$ cat src/hdl/mdevm_pkg.sv
package mdevm_pkg;

    // ------------------------------------------------------------------
    // Register map (word indices of the local register port)
    // ------------------------------------------------------------------
    localparam int ADDR_W = 4;

    localparam logic [3:0] REG_CONTROL          = 4'h0;
    localparam logic [3:0] REG_LINK_RAW         = 4'h1;
    localparam logic [3:0] REG_LINK_MASKED      = 4'h2;
    localparam logic [3:0] REG_USER_RAW         = 4'h3;
    localparam logic [3:0] REG_USER_MASKED      = 4'h4;
    localparam logic [3:0] REG_USER_ENABLE_SET  = 4'h5;
    localparam logic [3:0] REG_USER_ENABLE_CLR  = 4'h6;
    localparam logic [3:0] REG_MONITOR_SEL_0    = 4'h7;
    localparam logic [3:0] REG_MONITOR_SEL_1    = 4'h8;
    localparam logic [3:0] REG_IRQ_STATUS       = 4'h9;
    localparam logic [3:0] REG_IRQ_ENABLE       = 4'ha;
    localparam logic [3:0] REG_IRQ_CLEAR        = 4'hb;

    // ------------------------------------------------------------------
    // Field positions
    // ------------------------------------------------------------------
    localparam int TEST_ENABLE_BIT  = 17;
    localparam int LINK_INT_EN_BIT  = 6;
    localparam int PHY_ADDR_LSB     = 0;
    localparam int PHY_ADDR_W       = 5;
    localparam int NUM_CHANNELS     = 2;
    localparam int IRQ_SRC_W        = 2;
    localparam int IRQ_USER_BIT     = 0;
    localparam int IRQ_LINK_BIT     = 1;

    localparam logic [31:0] RESET_WORD = 32'h0000_0000;

    // ------------------------------------------------------------------
    // Carriers
    // ------------------------------------------------------------------
    typedef struct packed {
        logic        link_interrupt_enable;
        logic [4:0]  monitored_phy_address;
    } mdevm_monitor_type;

    typedef struct packed {
        logic              wr;
        logic              rd;
        logic [ADDR_W-1:0] addr;
        logic [31:0]       wdata;
    } mdevm_bus_req_type;

endpackage

$ cat src/hdl/mdevm_event_mask.sv
`timescale 1ns/10ps

module mdevm_event_mask
    import mdevm_pkg::*;
#(
    parameter int PHYS = 32
) (
    input  wire logic                 clk,
    input  wire logic                 reset,
    input  wire logic                 clk_en,
    input  wire logic [ADDR_W-1:0]    reg_addr,
    input  wire logic [31:0]          reg_wdata,
    input  wire logic                 reg_wr,
    input  wire logic                 reg_rd,
    output logic      [31:0]          reg_rdata,
    input  wire logic [PHYS-1:0]      link_state,
    input  wire logic [1:0]           user_cmd_done,
    output logic                      user_cmd_irq,
    output logic                      link_change_irq,
    output logic                      irq
);
    initial begin
        if (PHYS < 1 || PHYS > (1 << PHY_ADDR_W))
            $error("mdevm_event_mask: PHYS out of range");
    end

    // ------------------------------------------------------------------
    // Bus decode
    // ------------------------------------------------------------------
    mdevm_bus_req_type req;
    assign req = '{wr: reg_wr, rd: reg_rd, addr: reg_addr, wdata: reg_wdata};

    logic [1:0] wbits;
    assign wbits = req.wdata[1:0];  // Upper bits are dropped here.

    logic wr_ctrl, wr_lraw, wr_lmask, wr_uraw, wr_umask;
    logic wr_eset, wr_eclr, wr_sel0, wr_sel1, wr_ien, wr_iclr;
    assign wr_ctrl  = req.wr && req.addr == REG_CONTROL;
    assign wr_lraw  = req.wr && req.addr == REG_LINK_RAW;
    assign wr_lmask = req.wr && req.addr == REG_LINK_MASKED;
    assign wr_uraw  = req.wr && req.addr == REG_USER_RAW;
    assign wr_umask = req.wr && req.addr == REG_USER_MASKED;
    assign wr_eset  = req.wr && req.addr == REG_USER_ENABLE_SET;
    assign wr_eclr  = req.wr && req.addr == REG_USER_ENABLE_CLR;
    assign wr_sel0  = req.wr && req.addr == REG_MONITOR_SEL_0;
    assign wr_sel1  = req.wr && req.addr == REG_MONITOR_SEL_1;
    assign wr_ien   = req.wr && req.addr == REG_IRQ_ENABLE;
    assign wr_iclr  = req.wr && req.addr == REG_IRQ_CLEAR;

    // ------------------------------------------------------------------
    // Control and monitor select
    // ------------------------------------------------------------------
    logic              test_en_q;
    mdevm_monitor_type mon_q [NUM_CHANNELS];

    always_ff @(posedge clk or posedge reset) begin
        if (reset) begin
            test_en_q <= 1'b0;
        end else if (clk_en && wr_ctrl) begin
            test_en_q <= req.wdata[TEST_ENABLE_BIT];
        end
    end

    always_ff @(posedge clk or posedge reset) begin
        if (reset) begin
            mon_q[0] <= '0;
            mon_q[1] <= '0;
        end else if (clk_en) begin
            if (wr_sel0) begin
                mon_q[0] <= '{req.wdata[LINK_INT_EN_BIT],
                              req.wdata[PHY_ADDR_LSB +: PHY_ADDR_W]};
            end
            if (wr_sel1) begin
                mon_q[1] <= '{req.wdata[LINK_INT_EN_BIT],
                              req.wdata[PHY_ADDR_LSB +: PHY_ADDR_W]};
            end
        end
    end

    // ------------------------------------------------------------------
    // Per-channel event and mask bits
    // ------------------------------------------------------------------
    logic [1:0] link_raw_q, link_mask_q, user_raw_q, user_mask_q, user_en_q;
    logic [1:0] link_chg;
    logic [1:0] test_set_lraw, test_set_lmask, test_set_uraw, test_set_umask;

    // Test writes only set bits; a write of 1 without test enable clears instead.
    assign test_set_lraw  = (wr_lraw  && test_en_q) ? wbits : 2'b00;
    assign test_set_lmask = (wr_lmask && test_en_q) ? wbits : 2'b00;
    assign test_set_uraw  = (wr_uraw  && test_en_q) ? wbits : 2'b00;
    assign test_set_umask = (wr_umask && test_en_q) ? wbits : 2'b00;

    generate
        for (genvar n = 0; n < NUM_CHANNELS; n++) begin : g_ch
            mdevm_link_watch #(
                .PHYS (PHYS)
            ) u_watch (
                .clk        (clk),
                .reset      (reset),
                .clk_en     (clk_en),
                .link_state (link_state),
                .watch_addr (mon_q[n].monitored_phy_address),
                .changed    (link_chg[n])
            );

            // Hardware or test set wins over a clear in the same cycle.
            always_ff @(posedge clk or posedge reset) begin
                if (reset) begin
                    link_raw_q[n] <= 1'b0;
                end else if (clk_en) begin
                    if (link_chg[n] || test_set_lraw[n])
                        link_raw_q[n] <= 1'b1;
                    else if (wr_lraw && !test_en_q && wbits[n])
                        link_raw_q[n] <= 1'b0;
                end
            end

            always_ff @(posedge clk or posedge reset) begin
                if (reset) begin
                    link_mask_q[n] <= 1'b0;
                end else if (clk_en) begin
                    if ((link_chg[n] && mon_q[n].link_interrupt_enable)
                        || test_set_lmask[n])
                        link_mask_q[n] <= 1'b1;
                    else if (wr_lmask && !test_en_q && wbits[n])
                        link_mask_q[n] <= 1'b0;
                end
            end

            always_ff @(posedge clk or posedge reset) begin
                if (reset) begin
                    user_raw_q[n] <= 1'b0;
                end else if (clk_en) begin
                    if (user_cmd_done[n] || test_set_uraw[n])
                        user_raw_q[n] <= 1'b1;
                    else if (wr_uraw && !test_en_q && wbits[n])
                        user_raw_q[n] <= 1'b0;
                end
            end

            always_ff @(posedge clk or posedge reset) begin
                if (reset) begin
                    user_mask_q[n] <= 1'b0;
                end else if (clk_en) begin
                    if ((user_cmd_done[n] && user_en_q[n]) || test_set_umask[n])
                        user_mask_q[n] <= 1'b1;
                    else if (wr_umask && !test_en_q && wbits[n])
                        user_mask_q[n] <= 1'b0;
                end
            end

            // Set wins over clear if both registers are written in one cycle;
            // they share no address, so one bus write can never do that.
            always_ff @(posedge clk or posedge reset) begin
                if (reset) begin
                    user_en_q[n] <= 1'b0;
                end else if (clk_en) begin
                    if (wr_eset && wbits[n])
                        user_en_q[n] <= 1'b1;
                    else if (wr_eclr && wbits[n])
                        user_en_q[n] <= 1'b0;
                end
            end
        end
    endgenerate

    // ------------------------------------------------------------------
    // Interrupt outputs and the combined interrupt status
    // ------------------------------------------------------------------
    logic [IRQ_SRC_W-1:0] irq_stat_q, irq_en_q, irq_src;
    assign irq_src[IRQ_USER_BIT] = |user_mask_q;
    assign irq_src[IRQ_LINK_BIT] = |link_mask_q;

    always_ff @(posedge clk or posedge reset) begin
        if (reset) begin
            irq_stat_q <= '0;
        end else if (clk_en) begin
            // A new event beats a clear landing in the same cycle.
            irq_stat_q <= irq_src | (irq_stat_q & ~(wr_iclr ? wbits : 2'b00));
        end
    end

    always_ff @(posedge clk or posedge reset) begin
        if (reset) begin
            irq_en_q <= '0;
        end else if (clk_en && wr_ien) begin
            irq_en_q <= wbits;
        end
    end

    always_ff @(posedge clk or posedge reset) begin
        if (reset) begin
            user_cmd_irq    <= 1'b0;
            link_change_irq <= 1'b0;
            irq             <= 1'b0;
        end else if (clk_en) begin
            user_cmd_irq    <= irq_src[IRQ_USER_BIT];
            link_change_irq <= irq_src[IRQ_LINK_BIT];
            irq             <= |(irq_stat_q & irq_en_q);
        end
    end

    // ------------------------------------------------------------------
    // Read port
    // ------------------------------------------------------------------
    logic [31:0] rdata_d;

    always_comb begin
        rdata_d = RESET_WORD;
        unique case (req.addr)
            REG_CONTROL:         rdata_d[TEST_ENABLE_BIT] = test_en_q;
            REG_LINK_RAW:        rdata_d[1:0] = link_raw_q;
            REG_LINK_MASKED:     rdata_d[1:0] = link_mask_q;
            REG_USER_RAW:        rdata_d[1:0] = user_raw_q;
            REG_USER_MASKED:     rdata_d[1:0] = user_mask_q;
            REG_USER_ENABLE_SET: rdata_d[1:0] = user_en_q;
            REG_USER_ENABLE_CLR: rdata_d[1:0] = user_en_q;
            REG_MONITOR_SEL_0: begin
                rdata_d[LINK_INT_EN_BIT] = mon_q[0].link_interrupt_enable;
                rdata_d[PHY_ADDR_LSB +: PHY_ADDR_W] = mon_q[0].monitored_phy_address;
            end
            REG_MONITOR_SEL_1: begin
                rdata_d[LINK_INT_EN_BIT] = mon_q[1].link_interrupt_enable;
                rdata_d[PHY_ADDR_LSB +: PHY_ADDR_W] = mon_q[1].monitored_phy_address;
            end
            REG_IRQ_STATUS:      rdata_d[1:0] = irq_stat_q;
            REG_IRQ_ENABLE:      rdata_d[1:0] = irq_en_q;
            default:             rdata_d = RESET_WORD;
        endcase
    end

    // Read data stands only in the cycle after the strobe.
    always_ff @(posedge clk or posedge reset) begin
        if (reset) begin
            reg_rdata <= RESET_WORD;
        end else if (clk_en) begin
            reg_rdata <= req.rd ? rdata_d : RESET_WORD;
        end
    end
endmodule

$ cat src/hdl/mdevm_link_watch.sv
`timescale 1ns/10ps

// ----------------------------------------------------------------------
// Watches the link status bit of one monitored PHY address.
// ----------------------------------------------------------------------
// A change of the watched address is not itself an event: the reference
// value is reloaded so that a reprogrammed monitor does not fire falsely.
module mdevm_link_watch
    import mdevm_pkg::*;
#(
    parameter int PHYS = 32
) (
    input  wire logic                  clk,
    input  wire logic                  reset,
    input  wire logic                  clk_en,
    input  wire logic [PHYS-1:0]       link_state,
    input  wire logic [PHY_ADDR_W-1:0] watch_addr,
    output logic                       changed
);
    initial begin
        if (PHYS < 1 || PHYS > (1 << PHY_ADDR_W))
            $error("mdevm_link_watch: PHYS out of range");
    end

    logic                  seen_q;
    logic [PHY_ADDR_W-1:0] addr_q;
    logic                  cur;

    assign cur     = link_state[watch_addr];
    assign changed = (addr_q == watch_addr) && (cur != seen_q);

    always_ff @(posedge clk or posedge reset) begin
        if (reset) begin
            seen_q <= 1'b0;
            addr_q <= '0;
        end else if (clk_en) begin
            seen_q <= cur;
            addr_q <= watch_addr;
        end
    end
endmodule

$ cat config.mk
export PLATFORM = sky130hd
export DESIGN_NAME = mdevm_event_mask
export DESIGN_NICKNAME = d
export VERILOG_FILES = /design/src/hdl/mdevm_pkg.sv /design/src/hdl/mdevm_event_mask.sv /design/src/hdl/mdevm_link_watch.sv
export SDC_FILE = /design/constraint.sdc
export NUM_CORES = 1
export LEC_CHECK = 0
export BUFFER_PORTS_ARGS = -buffer_cell sky130_fd_sc_hd__buf_4
export CORE_MARGIN = 3
export CORE_UTILIZATION = 40
export DETAILED_ROUTE_END_ITERATION = 10
export PLACE_DENSITY_LB_ADDON = 0.15
export SYNTH_ARGS = -nofsm -noshare
export SYNTH_HDL_FRONTEND = slang
export SYNTH_SLANG_ARGS = --single-unit
export TNS_END_PERCENT = 100
$ cat constraint.sdc
create_clock -name clk -period 1.8 [get_ports clk]
set_input_delay 0.09 -clock clk [delete_from_list [all_inputs] [get_ports clk]]
set_output_delay 0.09 -clock clk [all_outputs]
set_load 0.01 [all_outputs]
### Yosys cells after proc, flatten, opt, wreduce, memory -nomap -nowiden

Cells that the tools add are included.

| word-level totals | value |
|---|---|
| flip-flop bits (word level) | 74 |
| output and inout bits | 35 |
| logic and storage cells | 155 |

| operators by class | value |
|---|---|
| magnitude comparators | 2 |
| multiplexer cells | 34 |
| bitwise gates (word level) | 4 |
| reduce and logical (&&, ||, !) cells | 75 |
| equal/unequal tests | 15 |

Operators with widths:

| cell | number |
|---|---|
| $logic_and 1x1->1 | 39 |
| $reduce_and 2->1 | 12 |
| $mux 1 | 23 |
| $reduce_bool 2->1 | 10 |
| $mux 18 | 1 |
| $pmux 2 s9 | 1 |
| $eq 4x3->1 const B | 4 |
| $eq 4x4->1 const B | 4 |
| $lt 5x6->1 const B | 2 |
| $bmux 1 s5 | 2 |
| $eq 5x5->1 | 2 |
| $mux 2 | 5 |
| $eq 4x2->1 const B | 2 |
| $logic_or 1x1->1 | 8 |
| $reduce_or 2->1 | 4 |
| $pmux 3 s2 | 1 |
| $and 2x2->2 | 2 |
| $eq 4x1->1 const B | 1 |
| $logic_not 4->1 | 1 |
| $ne 1x1->1 | 2 |
| $not 2->2 | 1 |
| $or 2x2->2 | 1 |
| $pmux 1 s2 | 1 |
| $logic_not 1->1 | 1 |

### Longest topological paths before layout

| depth | value |
|---|---|
| word-level depth | 8 |
| mapped depth | 8 |

### Cells and area by module

A second synthesis with hierarchy kept.

| second synthesis, totals | value |
|---|---|
| cells, all modules | 344 |
| area total of the unflattened synthesis | 3425.8 um^2 |

Modules (own cells, without submodules):

| module | area each (um^2) | cells an instance | instances |
|---|---|---|---|
| mdevm_event_mask | 2154.6 | 206 | 1 |
| mdevm_link_watch | 635.6 | 69 | 2 |

### Least setup slack after synthesis

No wires, ideal clock.

| timing path | value |
|---|---|
| path kind | register to register |
| start point | reg mon_q[1] (netlist name) |
| end point | reg link_mask_q[1] |
| setup slack | -0.019 ns |
| stages on the path, launching flop included | 8 |
| arrival time | 1.750 ns |
| required time | 1.731 ns |
| cells stage by stage | dfrtp_1 -> buf_6 -> buf_12 -> xor2_1 -> nor4_2 -> nand3_1 -> or4_1 -> nand3_1 |

| between the ends | value |
|---|---|
| word-level cells in the longest chain between the ends | 8 |
| elaborated cells between the ends (all ways) | 10 |
| classes of those cells | eq/ne (2); mux (3); reduce/logical (5) |

Ends and longest elaborated chain:

| element | line | text |
|---|---|---|
| start, declared | mdevm_event_mask.sv:54 | `mdevm_monitor_type mon_q [NUM_CHANNELS];` |
| $bmux 1 s5 | mdevm_link_watch.sv:29 | `assign cur = link_state[watch_addr];` |
| $mux 1 (not written as such) | mdevm_link_watch.sv:29 |  |
| $ne 1x1->1 | mdevm_link_watch.sv:30 | `assign changed = (addr_q == watch_addr) && (cur != seen_q);` |
| $logic_and 1x1->1 * | mdevm_link_watch.sv:30 |  |
| $logic_and 1x1->1 * | mdevm_event_mask.sv:122 | `if ((link_chg[n] && mon_q[n].link_interrupt_enable)` |
| $logic_or 1x1->1 * | mdevm_event_mask.sv:123 | `\|\| test_set_lmask[n])` |
| $reduce_bool 2->1 (no source line) | -- |  |
| $reduce_and 2->1 (no source line) | -- |  |
| end signal, assigned by index | mdevm_event_mask.sv:120 | `link_mask_q[n] <= 1'b0;` |
| end signal, assigned by index | mdevm_event_mask.sv:124 | `link_mask_q[n] <= 1'b1;` |
| end signal, assigned by index | mdevm_event_mask.sv:126 | `link_mask_q[n] <= 1'b0;` |
| end, declared | mdevm_event_mask.sv:83 | `logic [1:0] link_raw_q, link_mask_q, user_raw_q, user_mask_q, user_en_q;` |

Every way passes the cells marked *; elsewhere a longest branch is shown, timed or not. The select of a mux whose other input is x is not followed.
A chain may end at the register's enable or synchronous reset.

### Final worst setup path

Ends and elaborated chain as after synthesis.

==> impl_metrics.json <==
{
  "antenna_left": 0,
  "fmax_ghz": 0.530,
  "grt_pass1_vias": 2701,
  "worstSetupPathType": "register to register",
  "grt_pass1_wl_um": 13400,
  "clkPwrFrac": 0.194,
  "htreeDepth": 2,
  "initial_utilization": 0.419,
  "antenna_found_initial": 0,
  "drt-initial-drc-count": 204,
  "vias": 2790,
  "fp.dieH_um": 96.7,
  "avgSynthCellArea_um2": 9.56,
  "cts-root-buf": "clkbuf_8",
  "setup_ws_ns": -0.0878,
  "synth.cell_area_um2": 3290,
  "power.density_nw_per_um2": 873,
  "cap_violations": 0,
  "p_switching_mw": 1.26,
  "cts.clk_slew.worst_paths_ns": 0.10,
  "wl_um": 8250,
  "cts_tree": "done",
  "ys_ff_latch": 49,
  "syn2layout_area_growth_pct": 26.0,
  "seqPwrFrac": 0.423,
  "cts_inserted_buffers": 5,
  "globalRouteMet1Util": 0.244,
  "postSynth.asyncResetShare": 1.00,
  "syn_inst": 344,
  "synth.distinct_cells": 47,
  "rsz0062_at_grt": "yes",
  "synth_area_leaders": "dfrtp_1 (37%), mux2i_1 (12%), buf_4 (5.7%)",
  "antenna_cells": 0,
  "top_usage_layer": "met2",
  "finalSetupViolCount": 1,
  "ir_worst_vdd_v": 0.000492,
  "startpoint_type": "register",
  "cp.required_ns": 2.03,
  "grt_usage": 0.175,
  "layout-drive-gt1-share": 0.296,
  "finalClockSkew_ns": 0.0118,
  "netSwitchingFraction": 0.348,
  "yosysMostFrequentCell": "dfrtp_1",
  "end_kind": "register",
  "whs_ns": 0.0119,
  "via_per_inst": 5.28,
  "yosysTopAreaCell": "dfrtp_1",
  "dpl.hpwl_um": 6380,
  "io_buffers": 59,
  "yosysWarnings": 0,
  "clock_latency_ns": 0.30,
  "ioPinCount": 110,
  "synth_top_area_frac": 0.373,
  "drtPass1Iterations": 4,
  "p_int_mw": 2.36,
  "grt_util_met3": 0.0382,
  "dieArea_um2": 9350,
  "wl_per_cell_um": 15.6,
  "grt_max_degree": 30,
  "cts.sinks": 49,
  "coreArea_um2": 7850,
  "dieWidth_um": 96.7,
  "grt_overflow_total": 0,
  "rows": 32,
  "p_comb_frac": 0.383,
  "synth-seq-area-share": 0.373,
  "cp_max_fo": 2,
  "power_mw": 3.62,
  "leakage_nw": 1.91,
  "final_max_slew_viol_count": 0,
  "min_path_type": "input pin to register",
  "fin_crit_ns": 1.89,
  "drc_errors": 0,
  "synthFlopType": "dfrtp_1",
  "synth_edf_count": 0,
  "crit_start": "mon_q[1]",
  "violations": "setup timing",
  "synth_commonest_cells": "dfrtp_1 (49), mux2i_1 (38), nand2_1 (31)",
  "min_from": "reg_wdata[2]",
  "rr_startpoint": "mon_q[1]",
  "hold_viol": 0,
  "clockBufferDepth": 2,
  "gr-usage-met2": 0.283,
  "status": "finished with violations",
  "period_share": 1.05,
  "fin_nets": 500,
  "gp_congestion": 0.849,
  "cp.arrival_ns": 2.12
}
## flip-flops by register name (all words and copies together) (netlist names)
register and flops:
user_raw_q 2, link_mask_q 2, g_ch.u_watch.seen_q 2, link_raw_q 2, user_mask_q 2, irq_stat_q 2
reg_rdata 7, g_ch.u_watch.addr_q 10, user_cmd_irq 1, user_en_q 2, mon_q 12, irq 1
irq_en_q 2, test_en_q 1, link_change_irq 1
## power by group through the flow
stage / clock network, mW / registers [mW] / logic [mW]
2_1_floorplan: 0 / 1.47 / 0.901
3_3_place_gp: 0 / 1.55 / 1.24
3_5_place_dp: 0 / 1.55 / 1.26
4_1_cts: 0.730 / 1.53 / 1.33
5_1_grt: 0.777 / 1.57 / 1.52
6_report: 0.703 / 1.53 / 1.39
## placed cells by master (no fill, tap or decap), types with 8 or more instances in the layout
cell type  count
nand2_1       30
nand3_1       19
a21oi_1        9
conb_1        25
mux2i_1       34
mux2_1        15
dfrtp_1       48
mux2_2        11
xor2_1         9
nor2_1        19
buf_4         81
a22oi_1       16
nor2b_1        8
## routing by layer
layer  routed length (µm)  vias to the layer above
met3                  619                        4
li1                     -                     1349
met5                    0                        -
met1                 3640                     1344
met2                 3950                       93
met4                   41                        0
## kinds of logic after synthesis
kind of cell              count (synthesis)  synth area share
AOI/OAI and AO/OA                        64             0.136
xor gates and xnor gates                 11            0.0293
buffers and inverters                    47            0.0909
DFF                                      49             0.373
muxes                                    64             0.205
other                                     1           0.00114
and+or+nand+nor                         108             0.165
## stage by stage
step | cells | worst slack [ns] | TNS, ns | util | cell area [µm²]
2_1_floorplan | 368 | 0.00983 | 0 | - | 3380
3_3_place_gp | 512 | -0.128 | -0.128 | 0.495 | 3880
3_5_place_dp | 512 | -0.155 | -0.155 | 0.495 | 3880
4_1_cts | 526 | -0.0781 | -0.0781 | 0.520 | 4080
5_1_grt | 528 | -0.146 | -0.233 | 0.528 | 4150
6_report | 528 | -0.0878 | -0.0878 | 0.528 | 4150
## path summary, 6_finish.rpt
check	to	slack, ns	cells past startpoint
max	link_mask_q[1]	-0.09	7
min	mon_q[2]	0.01	2
max reg2reg	link_mask_q[1]	-0.09	7
min reg2reg	reg_rdata[1]	0.48	1
max in group asynchronous	link_raw_q[1]	0.93	4
min in group asynchronous	mon_q[5]	0.35	3
## worst max-delay path, cell delays in order (launching register included)
cell      delay (ns)
dfrtp_2         0.44
buf_4           0.14
mux2i_1         0.18
a211oi_2        0.10
and3_1          0.19
a31o_1          0.21
or4_1           0.48
nand3_1         0.08
## layout make-up
| type | count | area (µm²) |
|---|---|---|
| fill | 785 | 3700 |
| multi-input combinational | 272 | 1920 |
| sequential | 49 | 1230 |
| timing repair buffer | 92 | 756 |
| tap | 102 | 128 |
| clock buffer | 6 | 82.6 |
| inverter | 5 | 18.8 |
| clock inverter | 2 | 17.5 |
## timing repair
action / 4_1_cts / 5_1_grt
endpoints found under the hold margin: 24 / 1
hold buffers: 4 / 1
gates resized for setup: 8 / 11
endpoints found under the setup margin: 2 / 4
pin swaps: 8 / 9
setup buffers: 2 / 1
Power figures use the tool's default switching activity.
